--- src/include/pgl_cfg.svh ---
`ifndef PGL_CFG_SVH
`define PGL_CFG_SVH
`define PGL_ADDR_W 8
`define PGL_OFF_RAIL_MASK 8'hAA
`define PGL_OFF_PIN_MASK 8'hAB
`define PGL_OFF_CTL_MASK 8'hAC
`define PGL_OFF_LINREG 8'hAE
`define PGL_OFF_STATUS 8'hAF
`define PGL_RST_RAIL_MASK 8'h40
`define PGL_RST_PIN_MASK 8'h8E
`define PGL_RST_CTL_MASK 8'hFF
`define PGL_RST_LINREG 8'h7D
`define PGL_B_LINREG2 7
`define PGL_B_IN5 7
`define PGL_B_IN4 6
`define PGL_B_IN2 5
`define PGL_B_IN1 4
`define PGL_B_TERM 3
`define PGL_B_LINREG3 0
`define PGL_B_O1_IN3 7
`define PGL_B_O1_IN6 6
`define PGL_B_O4_IN3 5
`define PGL_B_O4_IN6 4
`define PGL_B_O2_IN3 3
`define PGL_B_O2_IN6 2
`define PGL_B_O3_IN3 1
`define PGL_B_O3_IN6 0
`define PGL_B_SDWN_CFG 5
`define PGL_B_ENABLE 0
`define PGL_VID_MSB 4
`define PGL_VID_LSB 1
`define PGL_DIS_MSB 7
`define PGL_DIS_LSB 6
`define PGL_CLK_NS 100
`define PGL_ESD_MS 1
`define PGL_ESD_CYC (`PGL_ESD_MS * 1000000 / `PGL_CLK_NS)
`endif

--- src/include/pgl_pkg.sv ---
package pgl_pkg;
    typedef logic [7:0] pgl_byte_t;
    typedef enum logic [1:0] {PGL_DIS_NONE, PGL_DIS_100, PGL_DIS_200, PGL_DIS_500} pgl_dis_e;
    typedef enum {PGL_ST_RUN, PGL_ST_SHUT} pgl_esd_e;
endpackage : pgl_pkg

--- src/core/pgl_regbank.sv ---
// Functional notes
// out3 rail mask bit7 excludes linreg two
// out3 rail mask bits5..0 exclude stepdown rails
// out3 pin mask bits7..4 exclude inputs 5,4,2,1
// out3 pin mask bit3 excludes termination regulator
// out3 pin mask bit0 excludes linreg three
// shared mask bits7,6 gate inputs into out1
// shared mask bits5,4 gate inputs into out4
// shared mask bits3,2 gate inputs into out2
// shared mask bits1,0 gate inputs into out3
// discharge code selects none/100/200/500 ohm
// shutdown cfg zero: off during emergency
// shutdown cfg one: enable bit only
// four-bit voltage code drives regulator target
// reset loads factory programmed defaults
// power good high only in regulation
// tree good when all unmasked good
// reserved bits store but do nothing
//
// Implementation choice: the strobed register port.
`include "pgl_cfg.svh"
`timescale 1ns/1ns
`default_nettype none
module pgl_regbank #(
    parameter logic [7:0] OTP_RAIL_MASK = `PGL_RST_RAIL_MASK,
    parameter logic [7:0] OTP_PIN_MASK = `PGL_RST_PIN_MASK,
    parameter logic [7:0] OTP_CTL_MASK = `PGL_RST_CTL_MASK,
    parameter logic [7:0] OTP_LINREG = `PGL_RST_LINREG,
    parameter int ESD_CYCLES = `PGL_ESD_CYC
) (
    input wire logic core_clk_in,
    input wire logic resetn_in,
    input wire logic clk_en_in,
    input wire logic [7:0] addr_in,
    input wire logic [7:0] wdata_in,
    input wire logic wr_in,
    input wire logic rd_in,
    output logic [7:0] rdata_out,
    input wire logic [5:0] stepdown_pgood_in,
    input wire logic linreg_a_second_pgood_in,
    input wire logic linreg_a_third_pgood_in,
    input wire logic ddr_termination_pgood_in,
    input wire logic [5:0] control_input_in,
    input wire logic emergency_shutdown_in,
    output logic pgood_output_one_ctl_out,
    output logic pgood_output_two_ctl_out,
    output logic pgood_output_four_ctl_out,
    output logic pgood_output_three_out,
    output logic first_linreg_on_out,
    output logic [3:0] first_linreg_voltage_code_out,
    output logic [1:0] first_linreg_discharge_sel_out
);
    pgl_pkg::pgl_byte_t rail_mask;
    pgl_pkg::pgl_byte_t pin_mask;
    pgl_pkg::pgl_byte_t ctl_mask;
    pgl_pkg::pgl_byte_t linreg;
    logic [9:0] pg_meta;
    logic [9:0] pg_sync;
    logic [5:0] ctl_meta;
    logic [5:0] ctl_sync;
    logic esd_meta;
    logic esd_sync;
    pgl_pkg::pgl_esd_e esd_state;
    logic [31:0] esd_cnt;
    logic next_pg3;

    // included source is good, or its mask bit drops it from the tree
    function automatic logic term(input logic good, input logic excl);
        term = good | excl;
    endfunction : term

    // pins and rail flags are asynchronous to this clock
    always_ff @(posedge core_clk_in)
    begin
        if (!resetn_in)
        begin
            pg_meta <= '0;
            pg_sync <= '0;
            ctl_meta <= '0;
            ctl_sync <= '0;
            esd_meta <= 1'b0;
            esd_sync <= 1'b0;
        end
        else if (clk_en_in)
        begin
            pg_meta <= {ddr_termination_pgood_in, linreg_a_third_pgood_in,
                        linreg_a_second_pgood_in, 1'b0, stepdown_pgood_in};
            pg_sync <= pg_meta;
            ctl_meta <= control_input_in;
            ctl_sync <= ctl_meta;
            esd_meta <= emergency_shutdown_in;
            esd_sync <= esd_meta;
        end
    end

    // factory defaults at reset
    always_ff @(posedge core_clk_in)
    begin
        if (!resetn_in)
        begin
            // factory programmed values arrive as parameters, one per part
            rail_mask <= OTP_RAIL_MASK;
            pin_mask <= OTP_PIN_MASK;
            ctl_mask <= OTP_CTL_MASK;
            linreg <= OTP_LINREG;
        end
        else if (clk_en_in && wr_in)
        begin
            // all eight bits stored, reserved included
            case (addr_in)
                `PGL_OFF_RAIL_MASK: rail_mask <= wdata_in;
                `PGL_OFF_PIN_MASK: pin_mask <= wdata_in;
                `PGL_OFF_CTL_MASK: ctl_mask <= wdata_in;
                `PGL_OFF_LINREG: linreg <= wdata_in;
                default: ;
            endcase
        end
    end

    always_ff @(posedge core_clk_in)
    begin
        if (!resetn_in)
            rdata_out <= 8'h00;
        else if (clk_en_in)
        begin
            if (!rd_in)
                rdata_out <= 8'h00;
            else
            begin
                case (addr_in)
                    `PGL_OFF_RAIL_MASK: rdata_out <= rail_mask;
                    `PGL_OFF_PIN_MASK: rdata_out <= pin_mask;
                    `PGL_OFF_CTL_MASK: rdata_out <= ctl_mask;
                    `PGL_OFF_LINREG: rdata_out <= linreg;
                    `PGL_OFF_STATUS: rdata_out <= {6'h00, esd_state == pgl_pkg::PGL_ST_SHUT,
                                                   pgood_output_three_out};
                    default: rdata_out <= 8'h00;
                endcase
            end
        end
    end

    always_comb
    begin
        next_pg3 = 1'b1;
        // linreg two in out3 tree
        next_pg3 &= term(pg_sync[7], rail_mask[`PGL_B_LINREG2]);
        // stepdown rails, bit6 unused
        for (int i = 0; i < 6; i++)
            next_pg3 &= term(pg_sync[i], rail_mask[i]);
        // control inputs 5,4,2,1
        next_pg3 &= term(ctl_sync[4], pin_mask[`PGL_B_IN5]);
        next_pg3 &= term(ctl_sync[3], pin_mask[`PGL_B_IN4]);
        next_pg3 &= term(ctl_sync[1], pin_mask[`PGL_B_IN2]);
        next_pg3 &= term(ctl_sync[0], pin_mask[`PGL_B_IN1]);
        // termination regulator
        next_pg3 &= term(pg_sync[9], pin_mask[`PGL_B_TERM]);
        // linreg three
        next_pg3 &= term(pg_sync[8], pin_mask[`PGL_B_LINREG3]);
        // inputs 3 and 6 into out3
        next_pg3 &= term(ctl_sync[2], ctl_mask[`PGL_B_O3_IN3]);
        next_pg3 &= term(ctl_sync[5], ctl_mask[`PGL_B_O3_IN6]);
    end

    // registered and-tree of synchronised good flags
    always_ff @(posedge core_clk_in)
    begin
        if (!resetn_in)
        begin
            pgood_output_three_out <= 1'b0;
            pgood_output_one_ctl_out <= 1'b0;
            pgood_output_two_ctl_out <= 1'b0;
            pgood_output_four_ctl_out <= 1'b0;
        end
        else if (clk_en_in)
        begin
            pgood_output_three_out <= next_pg3;
            // out1 contribution from inputs 3 and 6
            pgood_output_one_ctl_out <= term(ctl_sync[2], ctl_mask[`PGL_B_O1_IN3])
                                      & term(ctl_sync[5], ctl_mask[`PGL_B_O1_IN6]);
            // out2 contribution
            pgood_output_two_ctl_out <= term(ctl_sync[2], ctl_mask[`PGL_B_O2_IN3])
                                      & term(ctl_sync[5], ctl_mask[`PGL_B_O2_IN6]);
            // out4 contribution
            pgood_output_four_ctl_out <= term(ctl_sync[2], ctl_mask[`PGL_B_O4_IN3])
                                       & term(ctl_sync[5], ctl_mask[`PGL_B_O4_IN6]);
        end
    end

    // emergency hold-off timer; factory duration is the parameter
    always_ff @(posedge core_clk_in)
    begin
        if (!resetn_in)
        begin
            esd_state <= pgl_pkg::PGL_ST_RUN;
            esd_cnt <= 32'h0;
        end
        else if (clk_en_in)
        begin
            case (esd_state)
                pgl_pkg::PGL_ST_RUN:
                    if (esd_sync)
                    begin
                        esd_state <= pgl_pkg::PGL_ST_SHUT;
                        esd_cnt <= 32'(ESD_CYCLES - 1);
                    end
                pgl_pkg::PGL_ST_SHUT:
                    if (esd_cnt != 32'h0)
                        esd_cnt <= esd_cnt - 32'h1;
                    else if (!esd_sync)
                        esd_state <= pgl_pkg::PGL_ST_RUN;
                default: esd_state <= pgl_pkg::PGL_ST_RUN;
            endcase
        end
    end

    // regulator controls from the register
    always_ff @(posedge core_clk_in)
    begin
        if (!resetn_in)
        begin
            first_linreg_on_out <= 1'b0;
            first_linreg_voltage_code_out <= 4'h0;
            first_linreg_discharge_sel_out <= 2'h0;
        end
        else if (clk_en_in)
        begin
            first_linreg_on_out <= linreg[`PGL_B_ENABLE]
                & (linreg[`PGL_B_SDWN_CFG] | esd_state == pgl_pkg::PGL_ST_RUN);
            first_linreg_voltage_code_out <= linreg[`PGL_VID_MSB:`PGL_VID_LSB];
            first_linreg_discharge_sel_out <= linreg[`PGL_DIS_MSB:`PGL_DIS_LSB];
        end
    end

    a_pg3_mask_all: assert property (@(posedge core_clk_in) disable iff (!resetn_in)
        (clk_en_in && rail_mask[5:0] == 6'h3F && rail_mask[7] && pin_mask[7:3] == 5'h1F
         && pin_mask[0] && ctl_mask[1:0] == 2'h3) |=> pgood_output_three_out)
        else $error("out3 low with all sources masked");
    a_pg3_rail_bad: assert property (@(posedge core_clk_in) disable iff (!resetn_in)
        (clk_en_in && !rail_mask[0] && !pg_sync[0]) |=> !pgood_output_three_out)
        else $error("out3 high with included rail bad");
    a_pg3_ldo2_bad: assert property (@(posedge core_clk_in) disable iff (!resetn_in)
        (clk_en_in && !rail_mask[7] && !pg_sync[7]) |=> !pgood_output_three_out)
        else $error("out3 high with linreg two bad");
    a_pg3_term_bad: assert property (@(posedge core_clk_in) disable iff (!resetn_in)
        (clk_en_in && !pin_mask[3] && !pg_sync[9]) |=> !pgood_output_three_out)
        else $error("out3 high with termination bad");
    a_pg3_ldo3_bad: assert property (@(posedge core_clk_in) disable iff (!resetn_in)
        (clk_en_in && !pin_mask[0] && !pg_sync[8]) |=> !pgood_output_three_out)
        else $error("out3 high with linreg three bad");
    a_pg3_in5_bad: assert property (@(posedge core_clk_in) disable iff (!resetn_in)
        (clk_en_in && !pin_mask[7] && !ctl_sync[4]) |=> !pgood_output_three_out)
        else $error("out3 high with input five low");
    a_out1_in3_low: assert property (@(posedge core_clk_in) disable iff (!resetn_in)
        (clk_en_in && !ctl_mask[7] && !ctl_sync[2]) |=> !pgood_output_one_ctl_out)
        else $error("out1 term high with input three low");
    a_out4_in6_low: assert property (@(posedge core_clk_in) disable iff (!resetn_in)
        (clk_en_in && !ctl_mask[4] && !ctl_sync[5]) |=> !pgood_output_four_ctl_out)
        else $error("out4 term high with input six low");
    a_out2_in3_low: assert property (@(posedge core_clk_in) disable iff (!resetn_in)
        (clk_en_in && !ctl_mask[3] && !ctl_sync[2]) |=> !pgood_output_two_ctl_out)
        else $error("out2 term high with input three low");
    a_out3_in6_low: assert property (@(posedge core_clk_in) disable iff (!resetn_in)
        (clk_en_in && !ctl_mask[0] && !ctl_sync[5]) |=> !pgood_output_three_out)
        else $error("out3 high with input six low");
    a_ldo_esd_off: assert property (@(posedge core_clk_in) disable iff (!resetn_in)
        (clk_en_in && !linreg[`PGL_B_SDWN_CFG] && esd_state == pgl_pkg::PGL_ST_SHUT)
        |=> !first_linreg_on_out)
        else $error("regulator on during emergency");
    a_ldo_en_only: assert property (@(posedge core_clk_in) disable iff (!resetn_in)
        (clk_en_in && linreg[`PGL_B_SDWN_CFG])
        |=> first_linreg_on_out == $past(linreg[`PGL_B_ENABLE]))
        else $error("regulator ignores enable bit");
    a_ldo_fields: assert property (@(posedge core_clk_in) disable iff (!resetn_in)
        (clk_en_in && wr_in && addr_in == `PGL_OFF_LINREG) |=> ##1
        (first_linreg_voltage_code_out == $past(wdata_in[`PGL_VID_MSB:`PGL_VID_LSB], 2)
         && first_linreg_discharge_sel_out
            == $past(wdata_in[`PGL_DIS_MSB:`PGL_DIS_LSB], 2)))
        else $error("regulator fields not following write");
    // no disable here: the check is about what reset itself leaves behind
    a_rst_defaults: assert property (@(posedge core_clk_in)
        !resetn_in |=> (rail_mask == OTP_RAIL_MASK && pin_mask == OTP_PIN_MASK
        && ctl_mask == OTP_CTL_MASK && linreg == OTP_LINREG))
        else $error("registers not at factory defaults after reset");
    a_rdata_idle: assert property (@(posedge core_clk_in) disable iff (!resetn_in)
        (clk_en_in && !rd_in) |=> rdata_out == 8'h00) // strobed register port: read data clears when rd_in is low
        else $error("read data not cleared without read strobe");
    a_esd_enter: assert property (@(posedge core_clk_in) disable iff (!resetn_in)
        (clk_en_in && esd_sync && esd_state == pgl_pkg::PGL_ST_RUN)
        |=> esd_state == pgl_pkg::PGL_ST_SHUT)
        else $error("emergency hold not entered");
    c_esd_seen: cover property (@(posedge core_clk_in) esd_state == pgl_pkg::PGL_ST_SHUT);
    c_pg3_high: cover property (@(posedge core_clk_in) pgood_output_three_out);
    c_reg_read: cover property (@(posedge core_clk_in) rd_in && addr_in == `PGL_OFF_RAIL_MASK);
    c_ldo_held: cover property (@(posedge core_clk_in)
        linreg[`PGL_B_ENABLE] && !first_linreg_on_out);
    c_out1_low: cover property (@(posedge core_clk_in) !pgood_output_one_ctl_out);
endmodule : pgl_regbank
`default_nettype wire

--- config.mk ---
export PLATFORM = sky130hd
export DESIGN_NAME = pgl_regbank
export DESIGN_NICKNAME = d
export VERILOG_FILES = /design/src/include/pgl_pkg.sv /design/src/core/pgl_regbank.sv
export VERILOG_INCLUDE_DIRS = /design/src /design/src/include
export SDC_FILE = /design/constraint.sdc
export NUM_CORES = 1
export LEC_CHECK = 0
export BUFFER_PORTS_ARGS = -buffer_cell sky130_fd_sc_hd__buf_2
export CAP_MARGIN = 20
export CORE_MARGIN = 8
export CORE_UTILIZATION = 45
export DETAILED_ROUTE_END_ITERATION = 8
export PLACE_DENSITY = 0.66
export SLEW_MARGIN = 20
export SYNTH_ARGS = -nofsm -noshare
export SYNTH_HDL_FRONTEND = slang
export SYNTH_SLANG_ARGS = --single-unit
--- constraint.sdc ---
create_clock -name core_clk_in -period 2.83 [get_ports core_clk_in]
set_input_delay 0.7075 -clock core_clk_in [delete_from_list [all_inputs] [get_ports core_clk_in]]
set_output_delay 0.7075 -clock core_clk_in [all_outputs]
set_load 0.02 [all_outputs]
==> results by group <==
Outcome
  • Status: completed

Global route
  • Total track usage: 17.9%
  • Global route total overflow: 0
  • Initial antenna violation count: 0
  • First-pass GRT wire length: 21000 um
  • Vias in the first global route: 4153
  • Largest net degree at the start of global routing: 53

Clock tree
  • CTS max path bufs: 2
  • CTS Buf Count: 17
  • CTS resizes: 0
  • CTS Hold Bufs: 0
  • Clock-pin slew reported for the worst setup and hold paths after clock tree synthesis: 0.05 ns
  • Worst-skew pair later-pin latency: 0.40 ns
  • CTS Sinks: 116
  • Clk root buf: clkbuf_16
  • Setup bufs post-CTS: 0
  • Htree depth: 4
  • CTS tree: done

Route
  • Routed via count: 4217
  • Routed WL: 13000 um
  • Antenna Nets Post-Route: 0
  • DRC Markers: 0
  • DRT iter0 DRCs: 329
  • Pre-antenna DRT Iters: 5
  • Via-to-Cell Ratio: 5.60
  • Drt wl/cell: 17.2 um

Synth
  • Top-area cell type share of the netlist area: 45.8%
  • Mapped Avg Cell Area: 9.42 sq um
  • Syn Std Cell Area: 0.00507 sq mm
  • Yosys warning count: 0
  • Synth top area cells: dfxtp_1, mux2i_1, nor2_1, a21oi_1, nand2_1
  • Syn nets: 577
  • EDFF count, synth: 0
  • Top-count cell post-synth: dfxtp_1
  • Largest area contributor in the netlist: dfxtp_1
  • Mapped Cells: 539
  • Synth cell types: 56
  • Asr flop ratio synth: 0%
  • Post-synthesis register bit count: 116
  • Sequential area share after synthesis: 45.8%
  • Commonest cells in the synthesized netlist: dfxtp_1, mux2i_1, nor2_1
  • Post-synth top flop: dfxtp_1

Cells and area
  • Register Area: 0.00232 sq mm
  • Fillers: 1004
  • Area occupied by multi-input gates: 0.00257 sq mm
  • Layout net count: 639
  • Share of layout cells above drive strength 1: 19.7%
  • Layout area overhead: 20.0%
  • Antenna cells: 0

Critical path
  • Crit Path Max Fanout: 17
  • Critical path class: flop to flop
  • R2R depth: 5
  • Critical Path RT: 3.15 ns
  • WP data arrival: 2.75 ns
  • Critical path endpoint category: flop
  • Setup crit start kind: flop
  • FF-to-FF setup slack: 0.40 ns

Floorplanning
  • Core box area: 0.0109 sq mm
  • Die area: 0.0149 sq mm
  • Die width: 122 um
  • # IOs: 56
  • Initial Util: 46.4%
  • Cell row count: 38
  • Chip height: 122 um

STA
  • Slew HR: 52.8%
  • Max Slew Vio Count: 0
  • Final Hold Viols: 0
  • Final setup TNS: 0 ns
  • Period utilisation layout: 85.7%
  • Slew @ Worst Pin: 0.707 ns
  • RSZ-0062 raised after global routing: no
  • FMAX: 412 MHz
  • Final setup viols: 0
  • Skew final: 0.00771 ns
  • Final worst path period need: 2.43 ns

Power and ir drop
  • Sw Pwr: 1.07 mW
  • Maximum VDD drop: 0.000698 V
  • Pwr/cell area: 696 mW/mm^2
  • Net Sw Frac: 25.3%
  • Internal power: 3.16 mW
  • Comb pwr share: 12.1%
  • Flop pwr share: 40.6%
  • Clock power share: 47.3%
  • Power after layout: 4.24 mW
  • Static leakage: 2.61 nW

Hold path
  • Hold/Removal Path Class: flop to flop
  • WHS Path Cells: 2

Placement
  • GP Congestion: 0.835
  • I/O Buffers: 55
  • Dpl hpwl: 9190 um

Flow run
  • Max Cap Violations: 0
[critical path, cell delays in order (launching register included)]
cell and delay, ns:
dfxtp_1 0.33, or4_1 0.73, nor3_4 0.50, a31o_2 0.45
o21ai_0 0.17, a21oi_1 0.15
[placed cells by master (no fill, tap or decap), types with 9 or more instances in the layout]
master,count
inv_1,10
a21oi_1,27
nor4_1,9
dfxtp_1,116
buf_4,18
nor3_1,11
clkbuf_16,17
mux2i_1,81
or4_1,9
nor2_1,72
buf_2,55
o21ai_0,22
nand3_1,10
nand2_1,32
or3_1,14
[layout make-up]
type,count,area share [%]
sequential,116,38.1
multi-input combinational,382,42.2
inverter,11,0.678
clock inverter,6,0.719
timing repair buffer,73,6.74
clock buffer,25,8.63
tap,140,2.88
[path summary, 6_finish.rpt]
kind	startpoint	to
worst min register to register	pgood_output_two_ctl_out	pgood_output_two_ctl_out
worst min-delay path	pgood_output_two_ctl_out	pgood_output_two_ctl_out
worst max-delay path	esd_cnt[20]	esd_cnt[5]
worst max register to register	esd_cnt[20]	esd_cnt[5]
[logic make-up after synthesis]
group | count (synthesis) | synth area share [%]
muxes | 81 | 16.0
xor gates and xnor gates | 8 | 1.38
buffers and inverters | 41 | 3.55
adders and majority gates | 1 | 0.247
AOI/OAI and AO/OA | 106 | 14.2
and+or+nand+nor | 186 | 18.9
DFF | 116 | 45.8
[layer usage]
metal  vias to the layer above  GRT usage [%]  wire, um
met5                         -              0         0
met4                         0           6.85       197
met3                        13           5.18       573
met2                       101           28.6      6150
met1                      2014           22.5      6040
li1                       2089              -         -
[registers in the layout (all words and copies together), names as in the netlist]
register                        count
esd_meta                            1
linreg                              8
pgood_output_two_ctl_out            1
pgood_output_three_out              1
pgood_output_four_ctl_out           1
pg_meta                             9
pg_sync                             9
esd_sync                            1
ctl_mask                            8
esd_state                           1
esd_cnt                            32
first_linreg_voltage_code_out       4
first_linreg_on_out                 1
first_linreg_discharge_sel_out      2
pgood_output_one_ctl_out            1
ctl_sync                            6
rdata_out                           8
rail_mask                           8
pin_mask                            8
ctl_meta                            6
[power groups by stage]
stage                     Clock (mW)  Combinational [mW]  Sequential (mW)
after floorplan                    0               0.366             1.75
after global placement             0               0.496             1.75
after detailed placement           0               0.509             1.76
after CTS                       2.03               0.512             1.72
after global routing            2.12               0.560             1.73
final                           2.00               0.512             1.72
[per-stage QoR]
step                      instances  area (sq um)  setup slack [ns]  hold slack, ns  util [%]
after floorplan                 539          5070             0.307           0.440         -
after global placement          722          5520             0.234           0.455      50.5
after detailed placement        722          5520             0.199           0.463      50.5
after CTS                       753          6090             0.418           0.473      55.7
after global routing            753          6090             0.237           0.491      55.7
final                           753          6090             0.404           0.473      55.7
Note: power is estimated with default switching activity, not from simulation.
